[src/core/seq_input_defines.svh]
`ifndef SEQ_INPUT_DEFINES_SVH
`define SEQ_INPUT_DEFINES_SVH
`define FN_POWER 3'h0
`define FN_RUN 3'h1
`define FN_FWD 3'h2
`define FN_MODE 3'h3
`define FN_REV 3'h4
`define FN_PICK 3'h5
`define FN_RESET 3'h6
`define FN_SLOW 3'h7
`define NUM_FN 8
`define NUM_PIN 8
`define MAP_FIELD_W 3
`define PULSE_SIGN 2'h0
`define PULSE_CWCCW 2'h1
`define PULSE_QUAD 2'h2
`endif

[src/core/seq_input_pkg.sv]
package seq_input_pkg;
  typedef enum logic [2:0] {
    ST_IDLE = 3'b000,
    ST_PROG = 3'b001,
    ST_HOME = 3'b010,
    ST_JOG_FWD = 3'b011,
    ST_JOG_REV = 3'b100,
    ST_JOG_TABLE = 3'b101
  } motion_state_t;
  typedef logic [2:0] fn_index_t;
  typedef logic [1:0] pulse_form_t;
endpackage : seq_input_pkg

[src/core/indexing_sequence_input_decoder.sv]
// How it works
// - Mode input ON selects program table mode 0, OFF selects jog/homing mode 1.
// - Mode 0 run input rising starts or resumes program, latching table choice.
// - Mode 0 run input falling stops the running program.
// - Mode 1 run input rising starts homing, falling cancels it.
// - Mode 1 forward input ON jogs forward, OFF stops jog.
// - Mode 1 reverse input ON jogs reverse, OFF stops jog.
// - Mode 0 forward, reverse, pick inputs form table choice bits 0, 1, 2.
// - Mode 1 pick input rising starts jog speed table operation.
// - Mode 0 reset rising resets program only while stopped; ignored while running.
// - Reset input rising clears the active fault in either mode.
// - Motor power follows the power request input.
// - Slowdown switch during homing drops homing to approach or creep speed.
// - Each general input can be remapped to any function by configuration.
// - Pulse reference pair decoded as sign+pulse, CW+CCW or quadrature.
// - Fault output opens (low) whenever an error is detected.
`timescale 1ns/1ps
`include "seq_input_defines.svh"
module indexing_sequence_input_decoder (
  input wire logic core_clk,
  input wire logic reset,
  input wire logic general_input_0,
  input wire logic general_input_1,
  input wire logic general_input_2,
  input wire logic general_input_3,
  input wire logic general_input_4,
  input wire logic general_input_5,
  input wire logic general_input_6,
  input wire logic general_input_8,
  input wire logic [23:0] input_map,
  input wire seq_input_pkg::pulse_form_t pulse_form,
  input wire logic pulse_ref_input,
  input wire logic sign_ref_input,
  input wire logic error_detected,
  input wire logic approach_not_creep,
  output logic program_mode,
  output logic motor_power,
  output logic program_run,
  output logic program_start,
  output logic program_stop,
  output logic program_reset,
  output logic [2:0] start_table,
  output logic homing_active,
  output logic homing_start,
  output logic homing_cancel,
  output logic homing_slow_approach,
  output logic homing_slow_creep,
  output logic jog_forward,
  output logic jog_reverse,
  output logic jog_table_start,
  output logic jog_stop,
  output logic fault_clear,
  output logic fault_output,
  output logic step_up,
  output logic step_down
);
  // ----------------------------------------
  // Input capture and remap
  // ----------------------------------------
  logic [`NUM_PIN-1:0] pin_raw;
  logic [`NUM_PIN-1:0] pin_reg;
  logic [`NUM_FN-1:0] fn_now;
  logic [`NUM_FN-1:0] fn_reg;
  logic [`NUM_FN-1:0] fn_rise;
  logic [`NUM_FN-1:0] fn_fall;
  seq_input_pkg::motion_state_t state_reg;
  seq_input_pkg::motion_state_t state_next;
  logic fault_reg;
  logic slow_reg;
  logic mode0;
  assign pin_raw = {
    general_input_8,
    general_input_6,
    general_input_5,
    general_input_4,
    general_input_3,
    general_input_2,
    general_input_1,
    general_input_0
  };
  always_ff @(posedge core_clk) begin
    if (reset) begin
      pin_reg <= '0;
    end else begin
      pin_reg <= pin_raw;
    end
  end
  genvar g;
  generate
    for (g = 0; g < `NUM_FN; g++) begin : g_map
      assign fn_now[g] = pin_reg[input_map[g*`MAP_FIELD_W +: `MAP_FIELD_W]];
    end
  endgenerate
  always_ff @(posedge core_clk) begin
    if (reset) begin
      fn_reg <= '0;
    end else begin
      fn_reg <= fn_now;
    end
  end
  assign fn_rise = fn_now & ~fn_reg;
  assign fn_fall = ~fn_now & fn_reg;
  assign mode0 = fn_now[`FN_MODE];
  // ----------------------------------------
  // Motion state machine
  // ----------------------------------------
  always_comb begin
    state_next = state_reg;
    case (state_reg)
      seq_input_pkg::ST_IDLE: begin
        if (mode0) begin
          if (fn_rise[`FN_RUN]) begin
            state_next = seq_input_pkg::ST_PROG;
          end
        end else begin
          if (fn_rise[`FN_RUN]) begin
            state_next = seq_input_pkg::ST_HOME;
          end else if (fn_now[`FN_FWD]) begin
            state_next = seq_input_pkg::ST_JOG_FWD;
          end else if (fn_now[`FN_REV]) begin
            state_next = seq_input_pkg::ST_JOG_REV;
          end else if (fn_rise[`FN_PICK]) begin
            state_next = seq_input_pkg::ST_JOG_TABLE;
          end
        end
      end
      seq_input_pkg::ST_PROG: begin
        if (fn_fall[`FN_RUN] || !mode0) begin
          state_next = seq_input_pkg::ST_IDLE;
        end
      end
      seq_input_pkg::ST_HOME: begin
        if (fn_fall[`FN_RUN] || mode0) begin
          state_next = seq_input_pkg::ST_IDLE;
        end
      end
      seq_input_pkg::ST_JOG_FWD: begin
        if (!fn_now[`FN_FWD] || mode0) begin
          state_next = seq_input_pkg::ST_IDLE;
        end
      end
      seq_input_pkg::ST_JOG_REV: begin
        if (!fn_now[`FN_REV] || mode0) begin
          state_next = seq_input_pkg::ST_IDLE;
        end
      end
      seq_input_pkg::ST_JOG_TABLE: begin
        // Table jog runs while pick is held, so release ends it
        if (!fn_now[`FN_PICK] || mode0) begin
          state_next = seq_input_pkg::ST_IDLE;
        end
      end
      default: begin
        state_next = seq_input_pkg::ST_IDLE;
      end
    endcase
  end
  always_ff @(posedge core_clk) begin
    if (reset) begin
      state_reg <= seq_input_pkg::ST_IDLE;
    end else begin
      state_reg <= state_next;
    end
  end
  // ----------------------------------------
  // Action pulses
  // ----------------------------------------
  // start pulse on entry
  // Start, stop and cancel pulses come from the state change itself, so a held input cannot repeat them
  always_ff @(posedge core_clk) begin
    if (reset) begin
      program_start <= 1'b0;
    end else begin
      program_start <= (state_reg != seq_input_pkg::ST_PROG) && (state_next == seq_input_pkg::ST_PROG);
    end
  end
  always_ff @(posedge core_clk) begin
    if (reset) begin
      program_stop <= 1'b0;
    end else begin
      program_stop <= (state_reg == seq_input_pkg::ST_PROG) && (state_next != seq_input_pkg::ST_PROG);
    end
  end
  always_ff @(posedge core_clk) begin
    if (reset) begin
      homing_start <= 1'b0;
    end else begin
      homing_start <= (state_reg != seq_input_pkg::ST_HOME) && (state_next == seq_input_pkg::ST_HOME);
    end
  end
  always_ff @(posedge core_clk) begin
    if (reset) begin
      homing_cancel <= 1'b0;
    end else begin
      homing_cancel <= (state_reg == seq_input_pkg::ST_HOME) && (state_next != seq_input_pkg::ST_HOME);
    end
  end
  always_ff @(posedge core_clk) begin
    if (reset) begin
      jog_table_start <= 1'b0;
    end else begin
      jog_table_start <= (state_reg != seq_input_pkg::ST_JOG_TABLE) &&
                         (state_next == seq_input_pkg::ST_JOG_TABLE);
    end
  end
  always_ff @(posedge core_clk) begin
    if (reset) begin
      jog_stop <= 1'b0;
    end else begin
      jog_stop <= ((state_reg == seq_input_pkg::ST_JOG_FWD) || (state_reg == seq_input_pkg::ST_JOG_REV) ||
                   (state_reg == seq_input_pkg::ST_JOG_TABLE)) && (state_next == seq_input_pkg::ST_IDLE);
    end
  end
  always_ff @(posedge core_clk) begin
    if (reset) begin
      start_table <= 3'h0;
    end else if (mode0 && fn_rise[`FN_RUN] && (state_reg == seq_input_pkg::ST_IDLE)) begin
      start_table <= {fn_now[`FN_PICK], fn_now[`FN_REV], fn_now[`FN_FWD]};
    end
  end
  always_ff @(posedge core_clk) begin
    if (reset) begin
      program_reset <= 1'b0;
    end else begin
      program_reset <= mode0 && fn_rise[`FN_RESET] && (state_reg != seq_input_pkg::ST_PROG);
    end
  end
  // ----------------------------------------
  // Fault, power and homing speed
  // ----------------------------------------
  // clear pulse any mode
  always_ff @(posedge core_clk) begin
    if (reset) begin
      fault_clear <= 1'b0;
    end else begin
      fault_clear <= fn_rise[`FN_RESET];
    end
  end
  always_ff @(posedge core_clk) begin
    if (reset) begin
      fault_reg <= 1'b0;
    end else if (error_detected) begin
      fault_reg <= 1'b1;
    end else if (fn_rise[`FN_RESET]) begin
      fault_reg <= 1'b0;
    end
  end
  always_ff @(posedge core_clk) begin
    if (reset) begin
      slow_reg <= 1'b0;
    end else if (state_reg != seq_input_pkg::ST_HOME) begin
      slow_reg <= 1'b0;
    end else if (fn_now[`FN_SLOW]) begin
      slow_reg <= 1'b1;
    end
  end
  always_ff @(posedge core_clk) begin
    if (reset) begin
      motor_power <= 1'b0;
    end else begin
      motor_power <= fn_now[`FN_POWER];
    end
  end
  always_ff @(posedge core_clk) begin
    if (reset) begin
      program_mode <= 1'b0;
    end else begin
      program_mode <= mode0;
    end
  end
  // open on any error
  // Raw error joins the latch so the output opens without waiting a cycle for it
  always_ff @(posedge core_clk) begin
    if (reset) begin
      fault_output <= 1'b0;
    end else begin
      fault_output <= ~(fault_reg | error_detected);
    end
  end
  assign program_run = (state_reg == seq_input_pkg::ST_PROG);
  assign homing_active = (state_reg == seq_input_pkg::ST_HOME);
  assign jog_forward = (state_reg == seq_input_pkg::ST_JOG_FWD);
  assign jog_reverse = (state_reg == seq_input_pkg::ST_JOG_REV);
  assign homing_slow_approach = slow_reg & approach_not_creep;
  assign homing_slow_creep = slow_reg & ~approach_not_creep;
  // ----------------------------------------
  // Pulse reference
  // ----------------------------------------
  // pulse pair decode
  pulse_ref_decoder i_pulse_ref_decoder (
    .core_clk(core_clk),
    .reset(reset),
    .pulse_form(pulse_form),
    .pulse_ref_input(pulse_ref_input),
    .sign_ref_input(sign_ref_input),
    .step_up(step_up),
    .step_down(step_down)
  );
endmodule : indexing_sequence_input_decoder

[src/core/pulse_ref_decoder.sv]
`timescale 1ns/1ps
`include "seq_input_defines.svh"
module pulse_ref_decoder (
  input wire logic core_clk,
  input wire logic reset,
  input wire seq_input_pkg::pulse_form_t pulse_form,
  input wire logic pulse_ref_input,
  input wire logic sign_ref_input,
  output logic step_up,
  output logic step_down
);
  logic a_reg;
  logic b_reg;
  logic a_edge;
  logic b_edge;
  assign a_edge = pulse_ref_input & ~a_reg;
  assign b_edge = sign_ref_input & ~b_reg;
  always_ff @(posedge core_clk) begin
    if (reset) begin
      a_reg <= 1'b0;
      b_reg <= 1'b0;
    end else begin
      a_reg <= pulse_ref_input;
      b_reg <= sign_ref_input;
    end
  end
  always_ff @(posedge core_clk) begin
    if (reset) begin
      step_up <= 1'b0;
      step_down <= 1'b0;
    end else begin
      case (pulse_form)
        `PULSE_SIGN: begin
          step_up <= a_edge & ~sign_ref_input;
          step_down <= a_edge & sign_ref_input;
        end
        `PULSE_CWCCW: begin
          step_up <= a_edge & ~b_edge;
          step_down <= b_edge & ~a_edge;
        end
        `PULSE_QUAD: begin
          // Only A edges counted: a cheap x2 decode, one count per A change
          step_up <= (pulse_ref_input ^ a_reg) & (pulse_ref_input ^ sign_ref_input);
          step_down <= (pulse_ref_input ^ a_reg) & ~(pulse_ref_input ^ sign_ref_input);
        end
        default: begin
          step_up <= 1'b0;
          step_down <= 1'b0;
        end
      endcase
    end
  end
endmodule : pulse_ref_decoder

[config.mk]
export PLATFORM = sky130hd
export DESIGN_NAME = indexing_sequence_input_decoder
export DESIGN_NICKNAME = d
export VERILOG_FILES = /design/src/core/seq_input_pkg.sv /design/src/core/indexing_sequence_input_decoder.sv /design/src/core/pulse_ref_decoder.sv
export VERILOG_INCLUDE_DIRS = /design/src /design/src/core
export SDC_FILE = /design/constraint.sdc
export NUM_CORES = 1
export LEC_CHECK = 0
export BUFFER_PORTS_ARGS = -buffer_cell sky130_fd_sc_hd__buf_4
export CORE_MARGIN = 2
export CORE_UTILIZATION = 46
export DETAILED_ROUTE_END_ITERATION = 10
export HOLD_SLACK_MARGIN = 0.06
export PLACE_DENSITY_LB_ADDON = 0.08
export SLEW_MARGIN = 20
export SYNTH_ARGS = -nofsm -noshare
export SYNTH_HDL_FRONTEND = slang
export SYNTH_SLANG_ARGS = --single-unit
export TNS_END_PERCENT = 1
[constraint.sdc]
create_clock -name core_clk -period 1.7 [get_ports core_clk]
set_input_delay 0.17 -clock core_clk [delete_from_list [all_inputs] [get_ports core_clk]]
set_output_delay 0.17 -clock core_clk [all_outputs]
set_load 0.02 [all_outputs]
======== Word level (Yosys, flattened, before mapping) ========
Index checks and enable logic that the tools add are counted.
word-level totals
  register bits after elaboration ......... 38
  input bits .............................. 40
  output and inout port bits .............. 22
  logic and storage cells ................. 127
operators by class
  mux-type cells .......................... 32
  reductions and logical operators ........ 26
  bitwise operators ....................... 25
  magnitude comparators ................... 8
  eq/ne operators ......................... 15
operators by type and width
  operator                                               number
  2-to-1 mux 3 bit                                       11
  < comparator 3 x 4 -> 1 bit, second input constant     8
  binary-select mux 1 bit (select 3 bit)                 8
  one-hot mux 3 bit (6 select lines)                     1
  AND 1 bit                                              10
  logical AND 1 bit                                      10
  2-to-1 mux 1 bit                                       10
  == test 3 x 2 -> 1 bit, second input constant          3
  == test 3 bit, second input constant                   3
  inverter 1 bit                                         8
  AND 7 bit                                              1
  logical OR 1 bit                                       7
  inverter 7 bit                                         1
  == test 3 x 1 -> 1 bit, second input constant          2
  zero test 3 bit                                        2
  inequality test 3 x 1 -> 1 bit, second input constant  2
  inequality test 3 x 2 -> 1 bit, second input constant  2
  one-hot mux 1 bit (3 select lines)                     2
  zero test 1 bit                                        4
  inequality test 3 bit, second input constant           1
  AND 2 bit                                              1
  == test 2 x 1 -> 1 bit, second input constant          1
  == test 2 bit, second input constant                   1
  zero test 2 bit                                        1
  5 further kinds                                        6

======== Longest topological paths before layout ========
Gate-level depths: netlist (run 1).
  word-level depth ........................ 11
  gate-level depth with buffers ........... 8
  gate-level depth less buffers ........... 8

======== Cells and area by module ========
From an unflattened synthesis (run 1), not the netlist that was laid out.
unflattened totals
  cells, all modules ...................... 156
  area, all modules ....................... 1,755.4 µm²
modules (own cells, without submodules)
  module                           sequential area each (µm²)  times used  cells each  area an instance (µm²)
  indexing_sequence_input_decoder  600.6                       1           134         1,555.2
  pulse_ref_decoder                80.1                        1           22          200.2

======== Worst setup path after synthesis (run 1) ========
No wires, ideal clock.
  path kind ............................... register to register
  start point ............................. register pin_reg[4]
  end point ............................... register homing_cancel
  setup slack ............................. -0.109 ns
  data arrival time ....................... 1.742 ns
  library setup time ...................... 0.066 ns
  stages on the path, launching flop included .. 7
  required time ........................... 1.634 ns
  cell sequence ........................... dfxtp_1 -> mux2_1 -> mux4_2 -> a21o_1 -> and3b_1 -> and3_4 -> a21oi_2
between the ends
  longest elaborated chain between the ends .. 11
  elaborated cells between the ends (all ways) .. 36
  those cells by class .................... 1 x eq/ne; 22 x mux; 3 x bitwise; 10 x reduce/logical
RTL lines
  item                                    line                                    text
  start, declared                         indexing_sequence_input_decoder.sv:61   logic [`NUM_PIN-1:0] pin_reg;
  start signal, assigned                  indexing_sequence_input_decoder.sv:85   pin_reg <= pin_raw;
  binary-select mux 1 bit (select 3 bit)  indexing_sequence_input_decoder.sv:91   assign fn_now[g] = pin_reg[input_map[g*`MAP_FIELD_W +: `MAP_FIELD_W]];
  2-to-1 mux 1 bit                        indexing_sequence_input_decoder.sv:91
  AND 7 bit                               indexing_sequence_input_decoder.sv:101  assign fn_rise = fn_now & ~fn_reg;
  2-to-1 mux 3 bit                        indexing_sequence_input_decoder.sv:122  end else if (fn_rise[`FN_PICK]) begin
  2-to-1 mux 3 bit                        indexing_sequence_input_decoder.sv:120  end else if (fn_now[`FN_REV]) begin
  2-to-1 mux 3 bit                        indexing_sequence_input_decoder.sv:118  end else if (fn_now[`FN_FWD]) begin
  2-to-1 mux 3 bit                        indexing_sequence_input_decoder.sv:116  if (fn_rise[`FN_RUN]) begin
  2-to-1 mux 3 bit                        indexing_sequence_input_decoder.sv:111  if (mode0) begin
  one-hot mux 3 bit (6 select lines) *    indexing_sequence_input_decoder.sv:109  case (state_reg)
  inequality test 3 x 2 -> 1 bit *        indexing_sequence_input_decoder.sv:195  homing_cancel <= (state_reg == seq_input_pkg::ST_HOME) && (state_next != seq_input_pkg::ST_HOME);
  logical AND 1 bit *                     indexing_sequence_input_decoder.sv:195
  end signal, assigned                    indexing_sequence_input_decoder.sv:195
  end, declared                           indexing_sequence_input_decoder.sv:45   output logic homing_cancel,
Every way passes the cells marked *; elsewhere a longest branch is shown, timed or not. The select of a mux whose other input is x is not followed.
A chain may end at the register's enable or synchronous reset.

======== Worst setup path after layout (run 1) ========
  start point ............................. register pin_reg[3]
  end point ............................... register homing_cancel
The elaborated chain is that of the path after synthesis.

==> metrics.txt, run 1 <==
Hold EP=pin_reg[7]; CP required=just under 2000 ps; Wirelength per Cell=14.30 µm; Final Wtd Congestion=0.8667; Yosys top cell area share=0.3532; Filler Cells Inserted=333; number of flops mapped to enable cells by yosys=0; sequential area share after synthesis=0.3532; CP Max Fanout=5; initial antenna violation count=0; Power Total=roughly 2.3 mW; largest family of logic cells by synthesized area=multiplexers; Post-Syn Area=1927 µm²; Synth Area per Inst=9.984 µm²; largest net degree at the start of global routing=29; Worst Hold Class=primary input to flop; Mapped Nets=234; failing checks=setup timing; dpl cell area=2688 µm²; Die Footprint=4722 µm²; number of global-route vias before repair=approximately 1800; R2R depth=6; top cells by area, synth=dfxtp_1 (35%), mux4_2 (12%), mux2i_1 (9.4%), nor2_1 (5.6%), nor2b_1 (4.9%); reg2reg setup slack=-170 ps; FMAX=between 500 and 600 MHz; run status=finished, violations left; htree depth=2; core box area=4029 µm²; hold depth=2; Synth Area in Adders=0.006494; r2r startpoint=pin_reg[3]; DRC=0; Synth Area in Simple Gates=0.2474; Place WS=-152.4 ps; synth-to-layout area growth=48.70%; IO Pins=62; Clock Skew=approximately 6.6 ps; DR iter-0 viols=60; compound-cell area share of the yosys netlist=0.1071; Buf+Inv Stages, Crit Path=0; diodes inserted=0; CP delay by family, top=multiplexers; post-DR vias/cell=5.373; count leader, synth=dfxtp_1; Synth Register Bits=34; minimum clock period=roughly 1900 ps; crit path DAT=2100 ps; Rel. slew slack=0.7756; ys flop type=dfxtp_1; worst path cell trace=mux2_4 > mux4_2 > a21o_1 > and3b_1 > and3_4 > a21oi_2; Worst Hold Launch=general_input_8; max-cap viol count=0; Final Slew Violations=0; pwr dens=791.2 nW/µm²; Async SR Flop Fraction=0; Mapped Cells=193; fin util=0.7112; detailed-route via count=1816; synth unique cells=55; fin area=between 2000 and 3000 µm²; final worst slack=-173.1 ps; VDD IR max=between 500 and 600 µV; largest area contributor in the netlist=dfxtp_1; max FFs per register=8; crit end category=flop; Total GRT Usage=0.2275; CP startpoint kind=flop; gr ovfl total=0; max incr delay on CP=~530 ps; clk root buf=clkbuf_8; mux cell area share after synthesis=0.2532; Worst-Margin Slew=334.1 ps; Synthesis Warnings=0; Die H=68.72 µm; Lkg Pwr=1.302 nW; CTS Buf Count=5; final worst-path cycle share=1.102; CTS Buffer Depth=2; layout cells sized above 1=0.5069; Starting Density=0.4783; RSZ-0062 raised after global routing=yes; worst flop-to-flop path endpoint=homing_cancel; Setup Viol. Count Final=6; Final Hold Viols=0; dpl hpwl=3714 µm; first-pass GRT wire length=7866 µm; Crit Path Category=flop to flop; # port buffers=61; clk slew on worst S/H paths=~70 ps; Synth top cells by count=dfxtp_1 (34), nor2_1 (29), mux2i_1 (18), nor2b_1 (15), mux4_2 (10); Antenna Violating Nets Remaining=0; WL final=between 4000 and 5000 µm; Die Wd=a little under 70 µm; 1st-pass router iterations=4; clk_lat worst skew=290 ps; xor and xnor fraction of the mapped netlist area=0; CTS tree=yes; Sink Count=34; Slowest cell on crit path=mux4_2; Final nets=328; row count=23
-- kinds of logic (layout without fill, tap and decap cells) --
family / after synthesis / in the layout
AND/OR/NAND/NOR: 85 / 85
multiplexers: 35 / 35
flip-flops: 34 / 34
AO/OA/AOI/OAI: 27 / 27
buffers and inverters: 11 / 106
adder cells (fa/ha/maj): 1 / 1
-- power breakdown --
group          internal (mW)  switching [mW]
clock network          0.325           0.302
registers              0.852          0.0424
logic                  0.401           0.345
-- metrics by stage --
stage / hold slack, ps / TNS (ps) / std cells
6_report: 86.31 / -603.3 / 338
5_1_grt: 90.84 / -1241 / 338
4_1_cts: 81.86 / -586.3 / 338
3_5_place_dp: 352.5 / -762.9 / 329
3_3_place_gp: 347.2 / -649.4 / 329
2_1_floorplan: 246.8 / -123.5 / 193
-- area by class of cell --
type                            count  area [µm²]  area share
Clock buffer                        6       82.58     0.02882
Clock inverter                      2       12.51    0.004367
Inverter                            5       18.77    0.006550
Multi-Input combinational cell    148        1254      0.4376
Sequential cell                    34       705.7      0.2463
Tap cell                           50       62.56     0.02183
Timing Repair Buffer               93       729.5      0.2546
-- worst register-to-register path, stage by stage (launching register included) --
cell and delay (ps):
dfxtp_4 360, mux2_4 260, mux4_2 530, a21o_1 180, and3b_1 180, and3_4 180
a21oi_2 110
-- worst max-delay path by stage --
stage	from	end	cells past startpoint
after global routing	pin_reg[3]	homing_cancel	6
after floorplan	pin_reg[3]	homing_cancel	6
after global placement	pin_reg[7]	homing_start	7
final	pin_reg[3]	homing_cancel	6
after detailed placement	input_map[8]	jog_table_start	7
after CTS	pin_reg[3]	homing_cancel	6
-- placed cells by master (no fill, tap or decap), drive strengths merged, types with 2 or more instances in the layout --
cell	instances
inv	5
o21ai	2
nand2b	4
and3	3
nor2b	15
nand2	9
nor4	3
mux2	7
clkbuf	6
buf	92
mux2i	18
a2bb2oi	2
and2b	2
nand3b	2
nand3	3
or3	2
o32ai	2
a21oi	6
nor3	6
mux4	10
dfxtp	34
nor2	29
o2111ai	2
-- timing repair --
item	4_1_cts	5_1_grt
resized for setup	11	5
setup endpoints to repair	10	10
setup buffers	0	0
endpoints found under the hold margin	1	0
hold buffers	1	0
pin swaps	4	2
-- routing by layer --
metal / GRT usage / routed length [µm] / vias to the layer above / share of wire
met1: 0.2480 / 1999 / 852 / 0.41
met2: 0.4111 / 2457 / 54 / 0.51
met5: 0 / 0 / - / 0
met3: 0.06818 / 283 / 10 / 0.059
met4: 0.08824 / 92 / 0 / 0.019
li1: - / - / 900 / -
No activity file was read; power rests on OpenSTA's default activity.
==> inputs of run 2 (changes only) <==
--- a/config.mk
+++ b/config.mk
@@ -8,7 +8,7 @@
 export LEC_CHECK = 0
 export BUFFER_PORTS_ARGS = -buffer_cell sky130_fd_sc_hd__buf_4
 export CORE_MARGIN = 2
-export CORE_UTILIZATION = 46
+export CORE_UTILIZATION = 38
 export DETAILED_ROUTE_END_ITERATION = 10
 export HOLD_SLACK_MARGIN = 0.06
 export PLACE_DENSITY_LB_ADDON = 0.08
==> metrics.txt, run 2 (same netlist as run 1, synthesis figures left out) <==
1st-pass router iterations=4; run status=finished, violations left; first-pass GRT wire length=8079 µm; Worst Hold Class=primary input to flop; Rel. slew slack=0.7457; placed insts=about 350; most frequent cells in the layout=buf_4 (95), nor2_1 (29), dfxtp_1 (24), mux2i_1 (17), nor2b_1 (15); crit path DAT=2060 ps; Final Slew Violations=0; Final Hold Viols=0; post-DR vias/cell=4.947; Slowest cell on crit path=mux4_2; Fin Setup TNS=-771.4 ps; CTS Buf Count=5; Total GRT Usage=0.1882; Final nets=around 330; Worst-Margin Slew=379.8 ps; Final Wtd Congestion=about 0.9; clk_lat worst skew=around 280 ps; Worst Hold Launch=general_input_5; Setup Viol. Count Final=9; crit end category=flop; Crit Path Category=flop to flop; final worst-path cycle share=1.105; Wirelength per Cell=13.39 µm; row count=25; detailed-route via count=1781; Die H=around 75 µm; htree depth=2; VDD IR max=377.2 µV; Seq. cell area=700.7 µm²; Filler Cells Inserted=about 450; clk slew on worst S/H paths=70 ps; max incr delay on CP=510 ps; failing checks=setup timing; RSZ-0062 raised after global routing=yes; IO Pins=62; worst path cell trace=mux2_4 > mux4_2 > buf_4 > a21oi_1 > o21a_2 > and4b_1; Die Wd=75.21 µm; initial antenna violation count=0; pwr dens=around 800 nW/µm²; final worst slack=-178.6 ps; commonest non-fill, non-tap cell in the layout=buf_4; Post-CTS Setup Inserts=0; diodes inserted=0; Non-Filler Instances=360; WL final=~4800 µm; max FFs per register=8; max-cap viol count=0; minimum clock period=1879 ps; r2r startpoint=pin_reg[3]; crit path launch=pin_reg[3]; Sink Count=34; Lkg Pwr=1.317 nW; # port buffers=61; Clock Skew=2.058 ps; fin util=0.5966; gr ovfl total=0; number of global-route vias before repair=1781; DR iter-0 viols=97; CP Max Fanout=6; CP required=around 1900 ps; dpl hpwl=approximately 3800 µm; multi-input logic area=around 1200 µm²; CTS tree=yes; DRC=0; Die Footprint=5657 µm²; layout cells sized above 1=0.5017; core box area=4817 µm²; clk root buf=clkbuf_8; FMAX=532.3 MHz; CP startpoint kind=flop; largest net degree at the start of global routing=29; synth-to-layout area growth=49.16%; Antenna Violating Nets Remaining=0; CTS Buffer Depth=2; Starting Density=0.4000
[run 2: cell count changes in the layout (fill, tap and decap cells not counted), sizes merged]
cell,previous run,this run
buf,92,97
[run 2: worst paths after layout]
kind                      to  slack [ps]  cells past startpoint
min               pin_reg[5]          90                      2
max reg2reg  jog_table_start        -180                      6
max          jog_table_start        -180                      6
min reg2reg     fault_output         420                      1
[run 2: power by group]
group	internal (mW)	switching [mW]
combinational	0.400	0.333
clock	0.325	0.304
sequential	0.855	0.0401
total	1.58	0.677
[run 2: final cells by class]
class / instances / share of cell area
clock inverter: 2 / 0.004353
inverter: 5 / 0.006530
multi-input combinational: 148 / 0.4279
clock buffer: 6 / 0.02873
sequential: 34 / 0.2438
timing repair buffer: 98 / 0.2595
tap: 67 / 0.02917
[run 2: timing repair]
action,4_1_cts,5_1_grt
hold buffers,1,0
hold endpoints to repair,1,0
pin swaps,1,5
endpoints found under the setup margin,11,11
gates resized for setup,6,5
[run 2: routing by layer]
metal  track usage  up-vias  routed length (µm)
met5             0        -                   0
met4       0.04678        0                  44
met3       0.04685        7                 230
met2        0.3294       44                2355
met1        0.2326      822                2190
li1              -      908                   -
[run 2: per-stage QoR]
stage | hold WS [ps] | worst slack, ps | cell area, µm² | power (mW)
after global placement | 345.6 | -166.8 | 2721 | 1.620
after CTS | 82.08 | -166.7 | 2850 | 2.266
after floorplan | 246.8 | -59.98 | 1957 | 1.300
after detailed placement | 348.8 | -164.0 | 2721 | 1.620
after global routing | 90.66 | -235.3 | 2874 | 2.387
final | 86.79 | -178.6 | 2874 | 2.256
[run 2: critical path: cells and delay by family, from the launching register on]
kind	cells	cell delay (ps)
buffers and inverters	1	170
DFF	1	360
and+or+nand+nor	1	190
AOI/OAI and AO/OA	2	280
muxes	2	780
==> inputs of run 3 (changes only) <==
--- a/config.mk
+++ b/config.mk
@@ -8,7 +8,7 @@
 export LEC_CHECK = 0
 export BUFFER_PORTS_ARGS = -buffer_cell sky130_fd_sc_hd__buf_4
 export CORE_MARGIN = 2
-export CORE_UTILIZATION = 38
+export CORE_UTILIZATION = 30
 export DETAILED_ROUTE_END_ITERATION = 10
 export HOLD_SLACK_MARGIN = 0.06
 export PLACE_DENSITY_LB_ADDON = 0.08
==> constraint.sdc (replaced) <==
create_clock -name core_clk -period 1.8 [get_ports core_clk]
set_input_delay 0.18 -clock core_clk [delete_from_list [all_inputs] [get_ports core_clk]]
set_output_delay 0.18 -clock core_clk [all_outputs]
set_load 0.02 [all_outputs]
==> metrics.txt, run 3 (same netlist as run 1, synthesis figures left out) <==
CP required=2010 ps; Final nets=~340; Die Wd=84.14 µm; Worst Hold Class=primary input to flop; clk slew on worst S/H paths=70 ps; Antenna Violating Nets Remaining=0; most frequent cells in the layout=buf_4 (104), nor2_1 (27), dfxtp_1 (26), mux2i_1 (17), nor2b_1 (15); max FFs per register=8; Slowest cell on crit path=mux4_2; CP Max Fanout=7; worst path cell trace=mux4_2 > mux2i_1 > buf_4 > o31a_1 > and3_1 > o2111ai_1 > nor3_1; CP startpoint kind=flop; worst flop-to-flop path endpoint=homing_start; hold depth=2; Clock Skew=5.696 ps; DRC=0; Worst-Margin Slew=368.1 ps; CTS tree=yes; Rel. slew slack=0.7527; pwr dens=725.0 nW/µm²; minimum clock period=1813 ps; first-pass GRT wire length=roughly 8800 µm; RSZ-0062 raised after global routing=yes; Total GRT Usage=0.1548; Die Footprint=7080 µm²; commonest non-fill, non-tap cell in the layout=buf_4; final worst-path cycle share=1.007; Final Wtd Congestion=0.7838; number of global-route vias before repair=1828; Sink Count=34; dpl hpwl=around 4000 µm; diodes inserted=0; initial antenna violation count=0; Final Slew Violations=0; max-cap viol count=0; WL final=5212 µm; detailed-route via count=1837; CTS Buffer Depth=2; synth-to-layout area growth=55.84%; Lkg Pwr=~1.4 nW; crit path launch=pin_reg[7]; Wirelength per Cell=13.75 µm; Worst Hold Launch=general_input_3; Final Hold Viols=0; layout cells sized above 1=0.5232; worst hold margin=95.14 ps; row count=29; Crit Path Category=flop to flop; htree depth=2; Setup Viol. Count Final=3; post-DR vias/cell=4.847; clk_lat worst skew=290 ps; clk root buf=clkbuf_8; # port buffers=61; crit end category=flop; Hold EP=pin_reg[3]; gr ovfl total=0; DR iter-0 viols=roughly 140; VDD IR max=about 370 µV; R2R depth=7; failing checks=setup timing; run status=finished, violations left; FMAX=551.5 MHz; Die H=84.14 µm; r2r startpoint=pin_reg[7]; max incr delay on CP=460 ps; Starting Density=0.3070; final worst slack=-13.35 ps; crit path DAT=about 2000 ps; Fin Setup TNS=-31.93 ps; 1st-pass router iterations=4; core box area=6277 µm²; IO Pins=62; reg2reg setup slack=-10 ps; CTS Buf Count=5; Filler Cells Inserted=636; largest net degree at the start of global routing=30
## run 3: cell types whose count changed in the layout (fill, tap and decap cells not counted), sizes merged
cell,delta
buf,+9
## run 3: report_power, final
group | switching [mW] | leakage, nW | internal, mW
Clock | 0.292 | 0.0472 | 0.307
Sequential | 0.0398 | 0.284 | 0.801
Combinational | 0.336 | 1.04 | 0.401
## run 3: cell type report
class                   instances  area, µm²  area share
flip-flops and latches         34      710.7      0.2367
repair buffers                107      822.0      0.2737
clock buffers                   6      82.58     0.02750
multi-input cells             148       1260      0.4196
inverters                       5      18.77    0.006250
well taps                      77      96.34     0.03208
clock inverters                 2      12.51    0.004167
## run 3: layer usage
metal	GRT usage	wire, µm
met4	0.03959	34
met2	0.2612	2541
met5	0	0
met1	0.1993	2348
met3	0.03736	288
## run 3: worst max-delay path by stage
stage | endpoint | slack, ps | cells past startpoint
detailed placement | jog_table_start | -130 | 6
CTS | homing_start | -10 | 7
global placement | homing_start | -130 | 7
finish | homing_start | -10 | 7
floorplan | homing_cancel | 0.3 | 6
global route | homing_cancel | -90 | 6
## run 3: repair_timing
action | CTS | global route
gates resized for setup | 18 | 11
hold endpoints to repair | 1 | 0
pin swaps | 4 | 8
gates cloned | 0 | 0
setup buffers | 10 | 0
hold buffers | 1 | 0
setup endpoints to repair | 9 | 11
## run 3: worst max-delay path, delay by kind of cell, from the launching register on
family	cells	cell delay, ps
and+or+nand+nor	2	340
muxes	2	610
buffers and inverters	1	140
DFF	1	370
AOI/OAI and AO/OA	2	290
## run 3: per-stage QoR
step | worst slack (ps) | cell area [µm²] | std cells | utilization | power (mW)
finish | -13.35 | 3003 | 379 | 0.4784 | 2.177
global route | -90.55 | 3003 | 379 | 0.4784 | 2.309
CTS | -14.66 | 2952 | 379 | 0.4702 | 2.180
detailed placement | -126.4 | 2716 | 360 | 0.4327 | 1.535
global placement | -128.3 | 2716 | 360 | 0.4327 | 1.538
floorplan | 0.2715 | 1931 | 193 | - | 1.222
